[config.mk]
export PLATFORM = sky130hd
export DESIGN_NAME = npps_dev_flat
export DESIGN_NICKNAME = d
export VERILOG_FILES = /design/src/npps_pkg.sv /design/src/npps_if.sv /design/src/npps_acc.sv /design/src/npps_dev.sv /design/src/flat_wrapper.sv
export SDC_FILE = /design/constraint.sdc
export NUM_CORES = 1
export LEC_CHECK = 0
export BUFFER_PORTS_ARGS = -buffer_cell sky130_fd_sc_hd__buf_2
export CORE_ASPECT_RATIO = 0.5
export CORE_UTILIZATION = 28
export CTS_BUF_LIST = sky130_fd_sc_hd__clkbuf_4 sky130_fd_sc_hd__clkbuf_8 sky130_fd_sc_hd__clkbuf_16
export DETAILED_ROUTE_END_ITERATION = 10
export PLACE_DENSITY_LB_ADDON = 0.2
export SKIP_LAST_GASP = 1
export SLEW_MARGIN = 20
export SYNTH_ARGS = -nofsm -noshare
export SYNTH_HDL_FRONTEND = slang
export SYNTH_SLANG_ARGS = --single-unit
[constraint.sdc]
create_clock -name clk -period 6.1 [get_ports clk]
set_input_delay 0.915 -clock clk [delete_from_list [all_inputs] [get_ports clk]]
set_output_delay 0.915 -clock clk [all_outputs]
set_load 0.1 [all_outputs]
[src/npps_pkg.sv]
/*
 * npps_pkg: shared constants for the nco preset and phase sync block.
 * Assumes byte addresses of 12 bits and a 32-bit register data path.
 */
package npps_pkg;

   // ----------------------------------------------------------------
   // widths
   // ----------------------------------------------------------------
   localparam int ADDR_W   = 12;
   localparam int DATA_W   = 32;
   localparam int FREQ_W   = 32;
   localparam int PHASE_W  = 16;
   localparam int N_CH     = 2;
   localparam int N_PRESET = 4;
   localparam int SEL_W    = 2;
   localparam int ALIGN_W  = 8;
   localparam int RDIV_W   = 16;
   localparam int CTRL_W   = 5;

   // ----------------------------------------------------------------
   // register offsets
   // ----------------------------------------------------------------
   localparam logic [ADDR_W-1:0] OFS_PRESET_SEL = 12'h215;
   localparam logic [ADDR_W-1:0] OFS_RDIV       = 12'h217;
   localparam logic [ADDR_W-1:0] OFS_ALIGN      = 12'h219;
   localparam logic [ADDR_W-1:0] OFS_FREQ_A0    = 12'h220;
   localparam logic [ADDR_W-1:0] OFS_PHASE_A0   = 12'h224;
   localparam logic [ADDR_W-1:0] OFS_PRESET_END = 12'h25F;

   // ----------------------------------------------------------------
   // field positions inside the preset window and the control words
   // ----------------------------------------------------------------
   localparam int PRE_CH_BIT    = 5;
   localparam int PRE_IDX_LSB   = 3;
   localparam int PRE_PHASE_BIT = 2;
   localparam int ALIGN_ARM_BIT = 0;
   localparam int ALIGN_ILA_BIT = 1;
   localparam int SEL_B_LSB     = 2;
   localparam int SEL_SRC_BIT   = 4;

   // ----------------------------------------------------------------
   // values after reset
   // ----------------------------------------------------------------
   localparam logic [FREQ_W-1:0]  FREQ_RST  = 32'hC0000000;
   localparam logic [PHASE_W-1:0] PHASE_RST = 16'h0000;
   localparam logic [RDIV_W-1:0]  RDIV_RST  = 16'h0000;
   localparam logic [ALIGN_W-1:0] ALIGN_RST = 8'h02;
   localparam logic [CTRL_W-1:0]  SEL_RST   = 5'h00;

   // ----------------------------------------------------------------
   // controller timing, in clk cycles
   // ----------------------------------------------------------------
   localparam logic [7:0] SYSREF_HIGH_CYC = 8'h04;
   localparam logic [7:0] SYSREF_LOW_CYC  = 8'h10;

endpackage : npps_pkg

[src/npps_if.sv]
/*
 * npps_if: link between the converter end and its controlling party.
 * Assumes both ends share clk; every signal is a plain level per cycle.
 */
`timescale 1ns/1ps
`default_nettype none

interface npps_if;
   logic                         sync_n;
   logic                         sysref;
   logic                         reg_wr;
   logic                         reg_rd;
   logic [npps_pkg::ADDR_W-1:0]  reg_addr;
   logic [npps_pkg::DATA_W-1:0]  reg_wdata;
   logic [npps_pkg::DATA_W-1:0]  reg_rdata;
   logic                         reg_rvalid;

   modport dev (
      input  sync_n,
      input  sysref,
      input  reg_wr,
      input  reg_rd,
      input  reg_addr,
      input  reg_wdata,
      output reg_rdata,
      output reg_rvalid
   );

   modport ctl (
      output sync_n,
      output sysref,
      output reg_wr,
      output reg_rd,
      output reg_addr,
      output reg_wdata,
      input  reg_rdata,
      input  reg_rvalid
   );
endinterface : npps_if

`default_nettype wire

[src/npps_acc.sv]
/*
 * npps_acc: one phase accumulator with phase offset, one per channel.
 * Assumes init and advance come from the same clk domain.
 */
`timescale 1ns/1ps
`default_nettype none

module npps_acc #(
   parameter int FW = 32,
   parameter int PW = 16
) (
   input  wire logic          clk,
   input  wire logic          arst_n,
   input  wire logic          advance,
   input  wire logic          init,
   input  wire logic [FW-1:0] freq_word,
   input  wire logic [PW-1:0] phase_word,
   output logic      [FW-1:0] phase_out
);

   typedef struct packed {
      logic [FW-1:0] acc;
      logic [FW-1:0] out;
   } npps_acc_state_t;

   npps_acc_state_t s_q;
   npps_acc_state_t s_d;

   // ----------------------------------------------------------------
   // accumulate
   // ----------------------------------------------------------------
   always_comb begin
      s_d = s_q;
      if (init) begin
         s_d.acc = '0;                                   // see (RULE18)
      end else if (advance) begin
         // modulo add, so signed and unsigned words behave alike
         s_d.acc = s_q.acc + freq_word;                  // see (RULE7) see (RULE8) see (RULE18)
      end
      s_d.out = s_d.acc + {phase_word, {(FW-PW){1'b0}}}; // see (RULE14) see (RULE15)
   end

   always_ff @(posedge clk or negedge arst_n) begin
      if (!arst_n) begin
         s_q <= '0;
      end else begin
         s_q <= s_d;
      end
   end

   assign phase_out = s_q.out;

endmodule : npps_acc

`default_nettype wire

[src/npps_dev.sv]
/*
 * npps_dev: converter end; preset registers, phase accumulators and
 * the two phase alignment paths (link start and armed sysref).
 * Assumes lmfc_boundary is a one-cycle pulse from the local link
 * framer, and sample_valid marks each converter sample on clk.
 */
// What this block does
// (RULE1) link-start alignment reinitialises phase at next boundary
// (RULE2) link-start alignment works in both encodings
// (RULE3) wide encoding: sync only aligns, link unaffected
// (RULE4) arm by writing zero then one; sysref aligns
// (RULE5) later sysref edges ignored until rearmed
// (RULE6) controller order: ready, quiet, clear, arm, pulse
// (RULE7) frequency word is 32-bit accumulator step
// (RULE8) signed or unsigned word gives same behaviour
// (RULE9) software computes word from wanted frequency
// (RULE10) non-integer word: use step and divisor
// (RULE11) frequency change needs fresh alignment afterwards
// (RULE12) four presets per channel, common encoding
// (RULE13) frequency presets reset to C0000000
// (RULE14) phase offset left justified, added to accumulator
// (RULE15) phase offset scales by two pi over 65536
// (RULE16) two-bit selector picks preset; single uses A
// (RULE17) zero divisor means plain 32-bit accumulator
// (RULE18) accumulator adds per sample, init loads zero
`timescale 1ns/1ps
`default_nettype none

module npps_dev (
   input  wire logic                          clk,
   input  wire logic                          arst_n,
   npps_if.dev                                lnk,
   input  wire logic                          link_mode_64b66b,
   input  wire logic                          single_channel_mode,
   input  wire logic                          lmfc_boundary,
   input  wire logic                          sample_valid,
   input  wire logic [npps_pkg::SEL_W-1:0]    preset_pin_sel_a,
   input  wire logic [npps_pkg::SEL_W-1:0]    preset_pin_sel_b,
   output logic                               link_sync_n,
   output logic                               phase_init_pulse,
   output logic                               sync_armed,
   output logic                               fractional_mode,
   output logic [npps_pkg::FREQ_W-1:0]        nco_phase_a,
   output logic [npps_pkg::FREQ_W-1:0]        nco_phase_b
);

   typedef struct packed {
      logic [npps_pkg::N_CH-1:0][npps_pkg::N_PRESET-1:0][npps_pkg::FREQ_W-1:0]  freq;
      logic [npps_pkg::N_CH-1:0][npps_pkg::N_PRESET-1:0][npps_pkg::PHASE_W-1:0] phase;
      logic [npps_pkg::RDIV_W-1:0]  rdiv;
      logic [npps_pkg::CTRL_W-1:0]  sel;
      logic [npps_pkg::ALIGN_W-1:0] align;
      logic                         zero_seen;
      logic                         armed;
      logic                         sync_prev;
      logic                         sysref_prev;
      logic                         pend;
      logic                         init;
      logic [npps_pkg::DATA_W-1:0]  rdata;
      logic                         rvalid;
   } npps_dev_state_t;

   localparam npps_dev_state_t DEV_RST = '{
      freq:        {(npps_pkg::N_CH*npps_pkg::N_PRESET){npps_pkg::FREQ_RST}},
      phase:       {(npps_pkg::N_CH*npps_pkg::N_PRESET){npps_pkg::PHASE_RST}},
      rdiv:        npps_pkg::RDIV_RST,
      sel:         npps_pkg::SEL_RST,
      align:       npps_pkg::ALIGN_RST,
      zero_seen:   1'b0,
      armed:       1'b0,
      sync_prev:   1'b1,
      sysref_prev: 1'b1,
      pend:        1'b0,
      init:        1'b0,
      rdata:       '0,
      rvalid:      1'b0
   };

   npps_dev_state_t s_q;
   npps_dev_state_t s_d;

   logic                         in_preset;
   logic [5:0]                   pre_idx;
   logic                         pre_ch;
   logic [npps_pkg::SEL_W-1:0]   pre_num;
   logic                         pre_is_phase;
   logic [npps_pkg::DATA_W-1:0]  rd_word;
   logic                         sync_rise;
   logic                         sysref_rise;
   logic                         ila_trig;
   logic                         sysref_trig;
   logic                         init_now;
   logic [npps_pkg::SEL_W-1:0]   sel_act [npps_pkg::N_CH];
   logic [npps_pkg::FREQ_W-1:0]  phase_out [npps_pkg::N_CH];

   // ----------------------------------------------------------------
   // address decode
   // ----------------------------------------------------------------
   // eight presets at 8-byte stride, frequency then phase word
   assign pre_idx      = 6'(lnk.reg_addr - npps_pkg::OFS_FREQ_A0);
   assign in_preset    = (lnk.reg_addr >= npps_pkg::OFS_FREQ_A0)
                         && (lnk.reg_addr <= npps_pkg::OFS_PRESET_END)
                         && (lnk.reg_addr[1:0] == 2'h0);            // see (RULE12)
   assign pre_ch       = pre_idx[npps_pkg::PRE_CH_BIT];
   assign pre_num      = pre_idx[npps_pkg::PRE_IDX_LSB +: npps_pkg::SEL_W];
   assign pre_is_phase = pre_idx[npps_pkg::PRE_PHASE_BIT];

   always_comb begin
      rd_word = '0;
      if (in_preset) begin
         if (pre_is_phase) begin
            rd_word = {16'h0000, s_q.phase[pre_ch][pre_num]};
         end else begin
            rd_word = s_q.freq[pre_ch][pre_num];
         end
      end else begin
         case (lnk.reg_addr)
            npps_pkg::OFS_PRESET_SEL: rd_word = {27'h0000000, s_q.sel};
            npps_pkg::OFS_RDIV:       rd_word = {16'h0000, s_q.rdiv};
            npps_pkg::OFS_ALIGN:      rd_word = {24'h000000, s_q.align};
            default:                  rd_word = '0;
         endcase
      end
   end

   // ----------------------------------------------------------------
   // alignment triggers
   // ----------------------------------------------------------------
   assign sync_rise   = lnk.sync_n & ~s_q.sync_prev;
   assign sysref_rise = lnk.sysref & ~s_q.sysref_prev;
   // a boundary in the same cycle as the rise is not "after" it
   assign ila_trig    = s_q.pend & lmfc_boundary & lnk.sync_n
                        & s_q.align[npps_pkg::ALIGN_ILA_BIT];      // see (RULE1) see (RULE2)
   assign sysref_trig = sysref_rise & s_q.armed;                   // see (RULE4) see (RULE5)
   assign init_now    = ila_trig | sysref_trig;

   // ----------------------------------------------------------------
   // next state
   // ----------------------------------------------------------------
   always_comb begin
      s_d             = s_q;
      s_d.rvalid      = 1'b0;
      s_d.sync_prev   = lnk.sync_n;
      s_d.sysref_prev = lnk.sysref;
      s_d.init        = init_now;

      if (sync_rise) begin
         s_d.pend = 1'b1;
      end else if (lmfc_boundary || !lnk.sync_n) begin
         s_d.pend = 1'b0;
      end

      // one sysref use per arming
      if (sysref_trig) begin
         s_d.armed = 1'b0;                                          // see (RULE5)
      end

      if (lnk.reg_wr) begin
         if (in_preset) begin
            if (pre_is_phase) begin
               s_d.phase[pre_ch][pre_num] = lnk.reg_wdata[npps_pkg::PHASE_W-1:0];
            end else begin
               // no automatic realignment; the controller must resync
               s_d.freq[pre_ch][pre_num] = lnk.reg_wdata;           // see (RULE11)
            end
         end else begin
            case (lnk.reg_addr)
               npps_pkg::OFS_PRESET_SEL: begin
                  s_d.sel = lnk.reg_wdata[npps_pkg::CTRL_W-1:0];
               end
               npps_pkg::OFS_RDIV: begin
                  s_d.rdiv = lnk.reg_wdata[npps_pkg::RDIV_W-1:0];
               end
               npps_pkg::OFS_ALIGN: begin
                  s_d.align = lnk.reg_wdata[npps_pkg::ALIGN_W-1:0];
                  // arming needs a zero write followed by a one write
                  if (!lnk.reg_wdata[npps_pkg::ALIGN_ARM_BIT]) begin
                     s_d.zero_seen = 1'b1;                          // see (RULE4)
                  end else if (s_q.zero_seen) begin
                     s_d.zero_seen = 1'b0;
                     s_d.armed     = 1'b1;                          // see (RULE4)
                  end
               end
               default: begin
               end
            endcase
         end
      end

      if (lnk.reg_rd) begin
         s_d.rvalid = 1'b1;
         s_d.rdata  = rd_word;
      end
   end

   always_ff @(posedge clk or negedge arst_n) begin
      if (!arst_n) begin
         s_q <= DEV_RST;                                            // see (RULE13)
      end else begin
         s_q <= s_d;
      end
   end

   // ----------------------------------------------------------------
   // preset selection and accumulators
   // ----------------------------------------------------------------
   always_comb begin
      if (s_q.sel[npps_pkg::SEL_SRC_BIT]) begin
         sel_act[0] = preset_pin_sel_a;
         sel_act[1] = preset_pin_sel_b;
      end else begin
         sel_act[0] = s_q.sel[npps_pkg::SEL_W-1:0];                 // see (RULE16)
         sel_act[1] = s_q.sel[npps_pkg::SEL_B_LSB +: npps_pkg::SEL_W];
      end
   end

   for (genvar c = 0; c < npps_pkg::N_CH; c++) begin : g_ch
      // single channel mode: channel B mirrors channel A and its selector
      localparam int BANK_B = c;
      logic                          bank;
      logic [npps_pkg::SEL_W-1:0]    sel_c;
      assign bank  = single_channel_mode ? 1'b0 : 1'(BANK_B);      // see (RULE16)
      assign sel_c = single_channel_mode ? sel_act[0] : sel_act[c];

      // divisor of zero keeps the plain wrap; a nonzero one is
      // reported only, its modulus trim lives outside this block
      npps_acc #(
         .FW (npps_pkg::FREQ_W),
         .PW (npps_pkg::PHASE_W)
      ) u_acc (
         .clk        (clk),
         .arst_n     (arst_n),
         .advance    (sample_valid),
         .init       (init_now),
         .freq_word  (s_q.freq[bank][sel_c]),                       // see (RULE17) see (RULE18)
         .phase_word (s_q.phase[bank][sel_c]),
         .phase_out  (phase_out[c])
      );
   end

   // ----------------------------------------------------------------
   // outputs
   // ----------------------------------------------------------------
   // in the wide encoding the link never sees sync
   assign link_sync_n      = link_mode_64b66b ? 1'b1 : lnk.sync_n;  // see (RULE3)
   assign phase_init_pulse = s_q.init;
   assign sync_armed       = s_q.armed;
   assign fractional_mode  = |s_q.rdiv;                              // see (RULE17)
   assign nco_phase_a      = phase_out[0];
   assign nco_phase_b      = phase_out[1];
   assign lnk.reg_rdata    = s_q.rdata;
   assign lnk.reg_rvalid   = s_q.rvalid;

endmodule : npps_dev

`default_nettype wire

[src/flat_wrapper.sv]
// flat-port wrapper written by rule: the top's interface ports become plain ports
module npps_dev_flat 
  (clk, arst_n, link_mode_64b66b, single_channel_mode, lmfc_boundary, sample_valid, preset_pin_sel_a, preset_pin_sel_b, link_sync_n, phase_init_pulse, sync_armed, fractional_mode, nco_phase_a, nco_phase_b, lnk_sync_n, lnk_sysref, lnk_reg_wr, lnk_reg_rd, lnk_reg_addr, lnk_reg_wdata, lnk_reg_rdata, lnk_reg_rvalid);
  npps_if lnk_i ();
  input  wire logic clk;
  input  wire logic arst_n;
  input  wire logic link_mode_64b66b;
  input  wire logic single_channel_mode;
  input  wire logic lmfc_boundary;
  input  wire logic sample_valid;
  input  wire logic [npps_pkg::SEL_W-1:0] preset_pin_sel_a;
  input  wire logic [npps_pkg::SEL_W-1:0] preset_pin_sel_b;
  output logic link_sync_n;
  output logic phase_init_pulse;
  output logic sync_armed;
  output logic fractional_mode;
  output logic [npps_pkg::FREQ_W-1:0] nco_phase_a;
  output logic [npps_pkg::FREQ_W-1:0] nco_phase_b;
  input wire logic [$bits(lnk_i.sync_n)-1:0] lnk_sync_n;
  input wire logic [$bits(lnk_i.sysref)-1:0] lnk_sysref;
  input wire logic [$bits(lnk_i.reg_wr)-1:0] lnk_reg_wr;
  input wire logic [$bits(lnk_i.reg_rd)-1:0] lnk_reg_rd;
  input wire logic [$bits(lnk_i.reg_addr)-1:0] lnk_reg_addr;
  input wire logic [$bits(lnk_i.reg_wdata)-1:0] lnk_reg_wdata;
  output wire logic [$bits(lnk_i.reg_rdata)-1:0] lnk_reg_rdata;
  output wire logic [$bits(lnk_i.reg_rvalid)-1:0] lnk_reg_rvalid;
  assign lnk_i.sync_n = lnk_sync_n;
  assign lnk_i.sysref = lnk_sysref;
  assign lnk_i.reg_wr = lnk_reg_wr;
  assign lnk_i.reg_rd = lnk_reg_rd;
  assign lnk_i.reg_addr = lnk_reg_addr;
  assign lnk_i.reg_wdata = lnk_reg_wdata;
  assign lnk_reg_rdata = lnk_i.reg_rdata;
  assign lnk_reg_rvalid = lnk_i.reg_rvalid;
  npps_dev u_core (.clk(clk), .arst_n(arst_n), .lnk(lnk_i), .link_mode_64b66b(link_mode_64b66b), .single_channel_mode(single_channel_mode), .lmfc_boundary(lmfc_boundary), .sample_valid(sample_valid), .preset_pin_sel_a(preset_pin_sel_a), .preset_pin_sel_b(preset_pin_sel_b), .link_sync_n(link_sync_n), .phase_init_pulse(phase_init_pulse), .sync_armed(sync_armed), .fractional_mode(fractional_mode), .nco_phase_a(nco_phase_a), .nco_phase_b(nco_phase_b));
endmodule
; Word-level counts from Yosys, hierarchy flattened
; Cells that the tools add are included.
[word_totals]
register_bits = 580
[op_classes]
add_sub_neg = 5
magnitude_cmp = 9
eq_ne = 3
mux = 51
bitwise_logic = 11
reduce_logical = 14
[ops]
columns = operator, count
row1 = two-way mux 128 bit, 5
row2 = two-way mux 32 bit, 10
row3 = two-way mux 64 bit, 5
row4 = bitwise mux 256 bit, 1
row5 = binary-select mux 32 bit (select 2 bit), 3
row6 = adder 32 bit, 4
row7 = bitwise mux 128 bit, 1
row8 = demux 128 bit (select 1 bit), 1
row9 = binary-select mux 16 bit (select 2 bit), 3
row10 = demux 32 bit (select 2 bit), 1
row11 = demux 64 bit (select 1 bit), 1
row12 = two-way mux 16 bit, 4
row13 = one-hot mux 16 bit (3 select lines), 1
row14 = "equality test 12 x 10 -> 1 bit, second input constant", 3
row15 = demux 16 bit (select 2 bit), 1
row16 = OR reduction 16 bit, 1
row17 = AND reduction 3 bit, 5
row18 = ">= comparator 12 x 10 -> 1 bit, second input constant", 1
row19 = "<= comparator 12 x 10 -> 1 bit, second input constant", 1
row20 = two-way mux 1 bit, 12
row21 = "< comparator 2 x 3 -> 1 bit, second input constant", 3
row22 = bitwise AND 1 bit, 6
row23 = "subtractor 6 bit, second input constant", 1
row24 = logical AND 1 bit, 4
row25 = other kinds (11), 15

; Logic depth before layout (Yosys ltp)
; Gate-level depths: netlist of run 1.
[depth]
depth_word = 9
ltp_mapped = 32

; Modules after synthesis
; A second synthesis of run 1 with hierarchy kept.
[unflattened]
cells_unflattened = 2778
hier_area_um2 = 33360.7
[by_module_without_submodules]
columns = mod, instances, cells_each, area_per_inst_um2
row1 = npps_dev, 1, 1805, 24780.0
row2 = npps_acc (u_core.g_ch[1].u_acc), 1, 480, 4304.1
row3 = npps_acc (u_core.g_ch[0].u_acc), 1, 493, 4276.6

; Worst setup path after synthesis of run 1
; No wires, ideal clock.
[synth_timing]
path_type = input to register
start = input port single_channel_mode
end = register u_core.g_ch[1].u_acc.s_q (netlist bit u_core.g_ch[1].u_acc.phase_out[30])
arrival_ns = 7.136
t_required_ns = 6.020
path_slack_ns = -1.116
path_stages = 29
path_cell_list = clkbuf_1 clkbuf_1 clkbuf_1 mux4_2 mux2_2 ha_1 inv_1 fa_1 nor2b_1 o21ai_0 a21boi_0 o31ai_1 a21o_1 nor2b_1 a21oi_1 xor2_1 o22ai_1 ha_1 fa_1 a21o_1 a21oi_1 o21bai_1 a21oi_1 o21ai_0 a211oi_1 o21ai_0 a31o_2 a21oi_1 xnor2_1
[synth_rtl]
columns = element, line_no
row1 = start: declaration, flat_wrapper.sv:8  ; input wire logic single_channel_mode;
row2 = end signal: assignment, npps_acc.sv:45  ; s_q <= '0;
row3 = end signal: assignment, npps_acc.sv:47  ; s_q <= s_d;
row4 = end: declaration, npps_acc.sv:26  ; npps_acc_state_t s_q;

==> results of run 1 <==
==> final cells by class <==
class	instances	area [um^2]	area share
antenna	2	5.00	0.000127
clock buffer	83	1750	0.0445
clock inverter	27	454	0.0115
inverter	53	199	0.00506
multi-input combinational	1804	17500	0.445
sequential	548	13700	0.349
tap	1513	1890	0.0481
timing repair buffer	512	3800	0.0967
==> worst paths after layout <==
| kind | to | cells past startpoint | startpoint | slack [ns] |
|---|---|---|---|---|
| min in group clk | u_core.s_q[35] | 1 | lnk_sysref | 0.36 |
| hold / removal | u_core.sync_armed | 1 | arst_n | 0.29 |
| max in group asynchronous | u_core.s_q[446] | 2 | arst_n | 4.39 |
| setup reg to reg | u_core.g_ch[0].u_acc.phase_out[31] | 28 | u_core.s_q[51] | 0.16 |
| setup / recovery | u_core.g_ch[0].u_acc.phase_out[31] | 28 | u_core.s_q[51] | 0.16 |
| hold reg to reg | u_core.s_q[38] | 2 | u_core.s_q[38] | 0.48 |
==> cells in the mapped netlist, types with 23 or more instances <==
master	instances	area share
dfrtp_1	529	0.41
mux2_2	478	0.17
mux4_2	148	0.10
nor2_1	142	0.017
clkbuf_1	118	0.014
a21oi_1	115	0.018
nand2_1	112	0.013
buf_4	97	0.023
ha_1	96	0.037
a22oi_1	80	0.019
o21ai_0	76	0.012
mux2i_1	72	0.022
inv_1	52	0.0060
xnor2_1	51	0.014
a21o_1	42	0.0098
buf_1	40	0.0047
nand3_1	35	0.0054
a221oi_1	27	0.0073
xor2_1	23	0.0062
==> critical path: cells and delay by family, from the launching register on <==
family                   cells  cell delay, ns
AO/OA/AOI/OAI               14            2.88
buffers and inverters        5            0.76
multiplexers                 2            0.57
adder cells (fa/ha/maj)      2            0.51
flip-flops                   1            0.41
XOR/XNOR                     2            0.37
AND/OR/NAND/NOR              3            0.27
==> repair_timing <==
action	CTS	global route
cloned	1	2
pin swaps	2	55
setup endpoints to repair	6	10
buffers inserted	2	16
resized for setup	8	86
==> state kept, by name, summed over array words and instances (netlist names) <==
name,flops
u_core.s_q,417
u_core.g_ch.u_acc.phase_out,64
u_core.g_ch.u_acc.s_q,32
u_core.sync_armed,1
u_core.phase_init_pulse,1
u_core.lnk.reg_rdata,32
u_core.lnk.reg_rvalid,1
==> where the power goes <==
group / switching [uW] / internal [uW] / leakage [uW] / total [uW]
logic: 1060 / 415 / 0.0104 / 1480
registers: 86.0 / 3740 / 0.00752 / 3820
clock network: 1660 / 2470 / 0.00109 / 4120
==> cell usage in the layout (no fill, tap or decap), types with 9 or more instances in the layout <==
| cell | synthesis | final |
|---|---|---|
| a211oi_1 | 21 | 14 |
| a21o_1 | 42 | 42 |
| a21oi_1 | 115 | 98 |
| a21oi_2 | 2 | 19 |
| a221oi_1 | 27 | 27 |
| a22o_1 | 14 | 14 |
| a22oi_1 | 80 | 80 |
| a31oi_1 | 15 | 13 |
| a41o_1 | 10 | 10 |
| and3_1 | 12 | 12 |
| buf_12 | 0 | 20 |
| buf_2 | 21 | 155 |
| buf_4 | 97 | 326 |
| bufinv_16 | 0 | 11 |
| clkbuf_16 | 0 | 61 |
| clkbuf_4 | 0 | 9 |
| clkbuf_8 | 0 | 15 |
| dfrtp_1 | 529 | 528 |
| dfstp_2 | 19 | 19 |
| ha_1 | 96 | 85 |
| inv_1 | 52 | 50 |
| mux2_2 | 478 | 472 |
| mux2i_1 | 72 | 70 |
| mux4_2 | 148 | 148 |
| nand2_1 | 112 | 108 |
| nand3_1 | 35 | 35 |
| nand4_1 | 11 | 11 |
| nor2_1 | 142 | 140 |
| nor2b_1 | 20 | 14 |
| nor3_1 | 19 | 18 |
| o211ai_1 | 18 | 18 |
| o21ai_0 | 76 | 61 |
| o21ai_1 | 9 | 13 |
| o21ai_2 | 1 | 12 |
| o22ai_1 | 13 | 12 |
| xnor2_1 | 51 | 51 |
| xor2_1 | 23 | 23 |
==> through the flow <==
| stage | hold slack, ns | total power [uW] | util | setup WS [ns] |
|---|---|---|---|---|
| final | 0.292 | 9420 | 0.346 | 0.165 |
| after global routing | 0.332 | 9760 | 0.346 | -0.157 |
| after CTS | 0.304 | 9500 | 0.341 | -0.00947 |
| after detailed placement | 0.471 | 5350 | 0.322 | -0.691 |
| after global placement | 0.468 | 5340 | 0.322 | -0.544 |
| after floorplan | 0.450 | 4890 | - | 0.00369 |
==> cell families after synthesis <==
group / Yosys count
multiplexers: 707
flip-flops: 548
AO/OA/AOI/OAI: 517
AND/OR/NAND/NOR: 404
buffers and inverters: 330
adder cells (fa/ha/maj): 100
XOR/XNOR: 75
==> per-layer routing <==
metal / up-vias / share of wire / global-route usage
met5: - / 0.00044 / 0
met2: 813 / 0.47 / 0.332
li1: 10600 / - / -
met1: 12700 / 0.44 / 0.279
met3: 194 / 0.065 / 0.0397
met4: 10 / 0.027 / 0.0569
==> results.txt, run 1 <==
status = finished, final reports clean
RSZ-0062 raised after global routing = true
DRT Wirelength = 122 mm
CP Launch Type = flop
yosys warns = 0
compound-cell area share of the yosys netlist = 0.109
critical-path maximum fanout = 7
final setup fails = 0
I/O pin cnt = 159
height of the die = 242 um
HP Class = in -> async
die area = 117000 um^2
DR vias/cell = 5.34
vias in the first global route = 24800
Worst path max stage delay = 0.41 ns
Rel. slew slack = 0.238
clock-pin slew on the worst setup and hold paths = 0.06 ns
number of buffers on the longest clock path = 3
Cells after Synth = 2681
Avg Cell Area, Syn = 12.0 um^2
Post-CTS Hold Fix Bufs = 0
HPWL Detailed = 84.5 mm
IO buf count = 158
LEAKAGE = 0.0190 uW
Period Utilization, post-route = 0.973
FF+latch count, synth = 548
Post-Syn Nets = 2839
crit path DAT = 6.45 ns
Pwr per Cell Area = 240 nW/um^2
Die Span X = 482 um
total gr overflow = 0
initial antenna violation count = 8
drt initial violations = 2027
GP Congestion = 0.878
slowest library cell on the worst path = dfrtp_2
Worst Tran Pin Value = 1.14 ns
clock buffers created by TritonCTS = 59
DRT Pass-1 Iters = 5
worst vdd ir = 0.210 mV
post-synth cell types = 87
share of layout cells above drive strength 1 = 0.457
DR vias = 24300
Main synth FF type = dfrtp_1
GRT Total Usage = 0.206
Root Buffer = clkbuf_16
first-pass GRT wire length = 177 mm
placed inst area = 36500 um^2
post-layout minimum cycle time = 5.94 ns
Initial Utilization = 0.284
Final Cell Area = 39300 um^2
NumNets Final = 3136
area growth from synthesis to layout = 21.8%
critical path type = reg -> reg
synthesized cell area = 32300 um^2
Seq/Total Area, Yosys = 0.425
CP Capture Type = flop
Setup TNS = 0 ns
Core Area = 114000 um^2
pin count of the biggest net entering global routing = 137
Worst Clk Skew = 0.0389 ns
per-cell routed wire length = 26.8 um
TritonCTS clock tree = yes
row cnt = 87
Post-synth EDFFs = 0
simple-gate area share of the yosys netlist = 0.0582
largest family of logic cells by synthesized area = multiplexers
xor and xnor area share after synthesis = 0.0208
max_cap viols = 0
Sink Count = 548
Final Hold Viols = 0
Clock Latency Late Sink = 0.66 ns
Post-Layout Cell Count = 4542
fin. max-slew vios = 0
f_max = 168 MHz
mux contribution to synthesized area = 0.296
Post-DRT Antenna Nets = 0
Fillers = 11200
Async SR Flop Fraction = 1.00
H-tree levels = 2
placed insts = 4410
Req. time, crit path = 6.61 ns
post-synthesis adder-cell area fraction = 0.0397
DRC viols = 0
No activity file was read; power rests on OpenSTA's default activity.
==> run 2: changes to the inputs <==
CTS_BUF_LIST = not set   (was sky130_fd_sc_hd__clkbuf_4 sky130_fd_sc_hd__clkbuf_8 sky130_fd_sc_hd__clkbuf_16)
==> run 2 against run 1 <==
- sequential power hardly changed
- critical path depth increased by 1
- clock-buffer cell count is the same
- via count increased by 0.22%
- cell area hardly changed
- combinational power hardly changed
- total power is 0.51% lower
- first-iteration DRC count is 2.1% lower
- register-to-register slack about the same
- critical path type unchanged
- critical endpoint is now u_core.g_ch[1].u_acc.phase_out[31]
- largest power group unchanged
==> results.txt, run 2 (same netlist as run 1, synthesis figures left out) <==
Worst path max stage delay = 0.44 ns
Final Hold Viols = 0
total gr overflow = 0
Pwr per Cell Area = 239 nW/um^2
number of buffers on the longest clock path = 3
NumNets Final = 3136
CP Launch Type = flop
share of layout cells above drive strength 1 = 0.454
pin count of the biggest net entering global routing = 137
height of the die = 242 um
H-tree levels = 2
clock buffers created by TritonCTS = 59
max_cap viols = 0
crit path DAT = 6.50 ns
Post-CTS Hold Fix Bufs = 0
Crit path buffers/inverters = 4
Fillers = 11200
Req. time, crit path = 6.67 ns
placed inst area = 36500 um^2
CP delay by family, top = compound AO/OA/AOI/OAI gates
GP Congestion = 0.878
final setup fails = 0
LEAKAGE = 0.0189 uW
critical-path maximum fanout = 13
Rel. slew slack = 0.249
reg2reg setup slack = 0.17 ns
Core Area = 114000 um^2
DRT Pass-1 Iters = 5
initial antenna violation count = 8
status = finished, final reports clean
Worst Clk Skew = 0.0411 ns
commonest non-fill, non-tap cell in the layout = dfrtp_1
Pwr Total = 9380 uW
HP Class = in -> async
GRT Total Usage = 0.205
Root Buffer = clkbuf_16
Clock Latency Late Sink = 0.67 ns
first-pass GRT wire length = 177 mm
most frequent cells in the layout = dfrtp_1, mux2_2, buf_4, buf_2, mux4_2
area growth from synthesis to layout = 21.7%
DRT Wirelength = 121 mm
vias in the first global route = 24800
RSZ-0062 raised after global routing = true
per-cell routed wire length = 26.7 um
fin. max-slew vios = 0
drt initial violations = 1985
Post-DRT Antenna Nets = 0
f_max = 169 MHz
DRC viols = 0
row cnt = 87
IO buf count = 158
I/O pin cnt = 159
Sink Count = 548
HPWL Detailed = 84.5 mm
slowest library cell on the worst path = dfrtp_2
Die Span X = 482 um
Worst Tran Pin Value = 1.12 ns
final core utilization = 0.346
DR vias = 24300
critical path type = reg -> reg
DR vias/cell = 5.36
most flop-heavy register = u_core.s_q
worst vdd ir = 0.210 mV
post-layout minimum cycle time = 5.93 ns
TritonCTS clock tree = yes
Initial Utilization = 0.284
die area = 117000 um^2
CP Capture Type = flop
Final Cell Area = 39300 um^2
clock-pin slew on the worst setup and hold paths = 0.06 ns
max reg flops = 417
Period Utilization, post-route = 0.972
run 2: cell count changes in the layout (fill, tap and decap cells not counted):
cell      delta
diode_2      -1
clkbuf_1     +9
clkbuf_4     -9
run 2: timing repair:
item	in CTS	in global routing
resized for setup	8	86
setup endpoints to repair	6	10
cloned	1	2
pin swaps	2	55
buffers inserted	2	16
run 2: final cells by class:
type	instances	area, um^2	area share
clock inverters	27	454	0.0116
inverters	53	199	0.00506
diodes	1	2.50	0.0000637
repair buffers	512	3800	0.0968
clock buffers	83	1720	0.0437
well taps	1513	1890	0.0482
multi-input cells	1804	17500	0.445
flip-flops and latches	548	13700	0.350
run 2: worst paths after layout:
| check | to | cells past startpoint | from |
|---|---|---|---|
| setup / recovery | u_core.g_ch[1].u_acc.phase_out[31] | 29 | u_core.s_q[51] |
| hold / removal | u_core.sync_armed | 1 | arst_n |
| setup reg to reg | u_core.g_ch[1].u_acc.phase_out[31] | 29 | u_core.s_q[51] |
| hold reg to reg | u_core.s_q[38] | 2 | u_core.s_q[38] |
| max in group asynchronous | u_core.s_q[350] | 2 | arst_n |
| min in group clk | u_core.s_q[35] | 1 | lnk_sysref |
run 2: power breakdown:
part	internal, uW	switching [uW]	leakage (uW)
registers	3740	86.0	0.00752
logic	415	1060	0.0104
clock network	2430	1650	0.00106
total	6580	2800	0.0189
run 2: worst register-to-register path, delay by kind of cell (launching register included):
family / cells / cell delay, ns
AO/OA/AOI/OAI: 14 / 2.27
XOR/XNOR: 2 / 0.30
adder cells (fa/ha/maj): 2 / 0.67
buffers and inverters: 4 / 0.61
flip-flops: 1 / 0.44
multiplexers: 4 / 1.20
AND/OR/NAND/NOR: 3 / 0.36
run 2: routing by layer:
layer | GRT usage | vias up | wire length, um
met3 | 0.0386 | 202 | 7800
met5 | 0 | - | 53
met4 | 0.0568 | 10 | 3430
met2 | 0.333 | 819 | 57200
met1 | 0.279 | 12700 | 52900
li1 | - | 10600 | -
run 2: metrics by stage:
step,setup WS [ns],cells,TNS [ns],hold slack (ns)
3_5_place_dp,-0.691,4410,-4.42,0.471
4_1_cts,-0.00947,4523,-0.00947,0.305
6_report,0.173,4541,0,0.292
3_3_place_gp,-0.544,4410,-3.53,0.468
5_1_grt,-0.157,4540,-0.502,0.332
2_1_floorplan,0.00369,2681,0,0.450
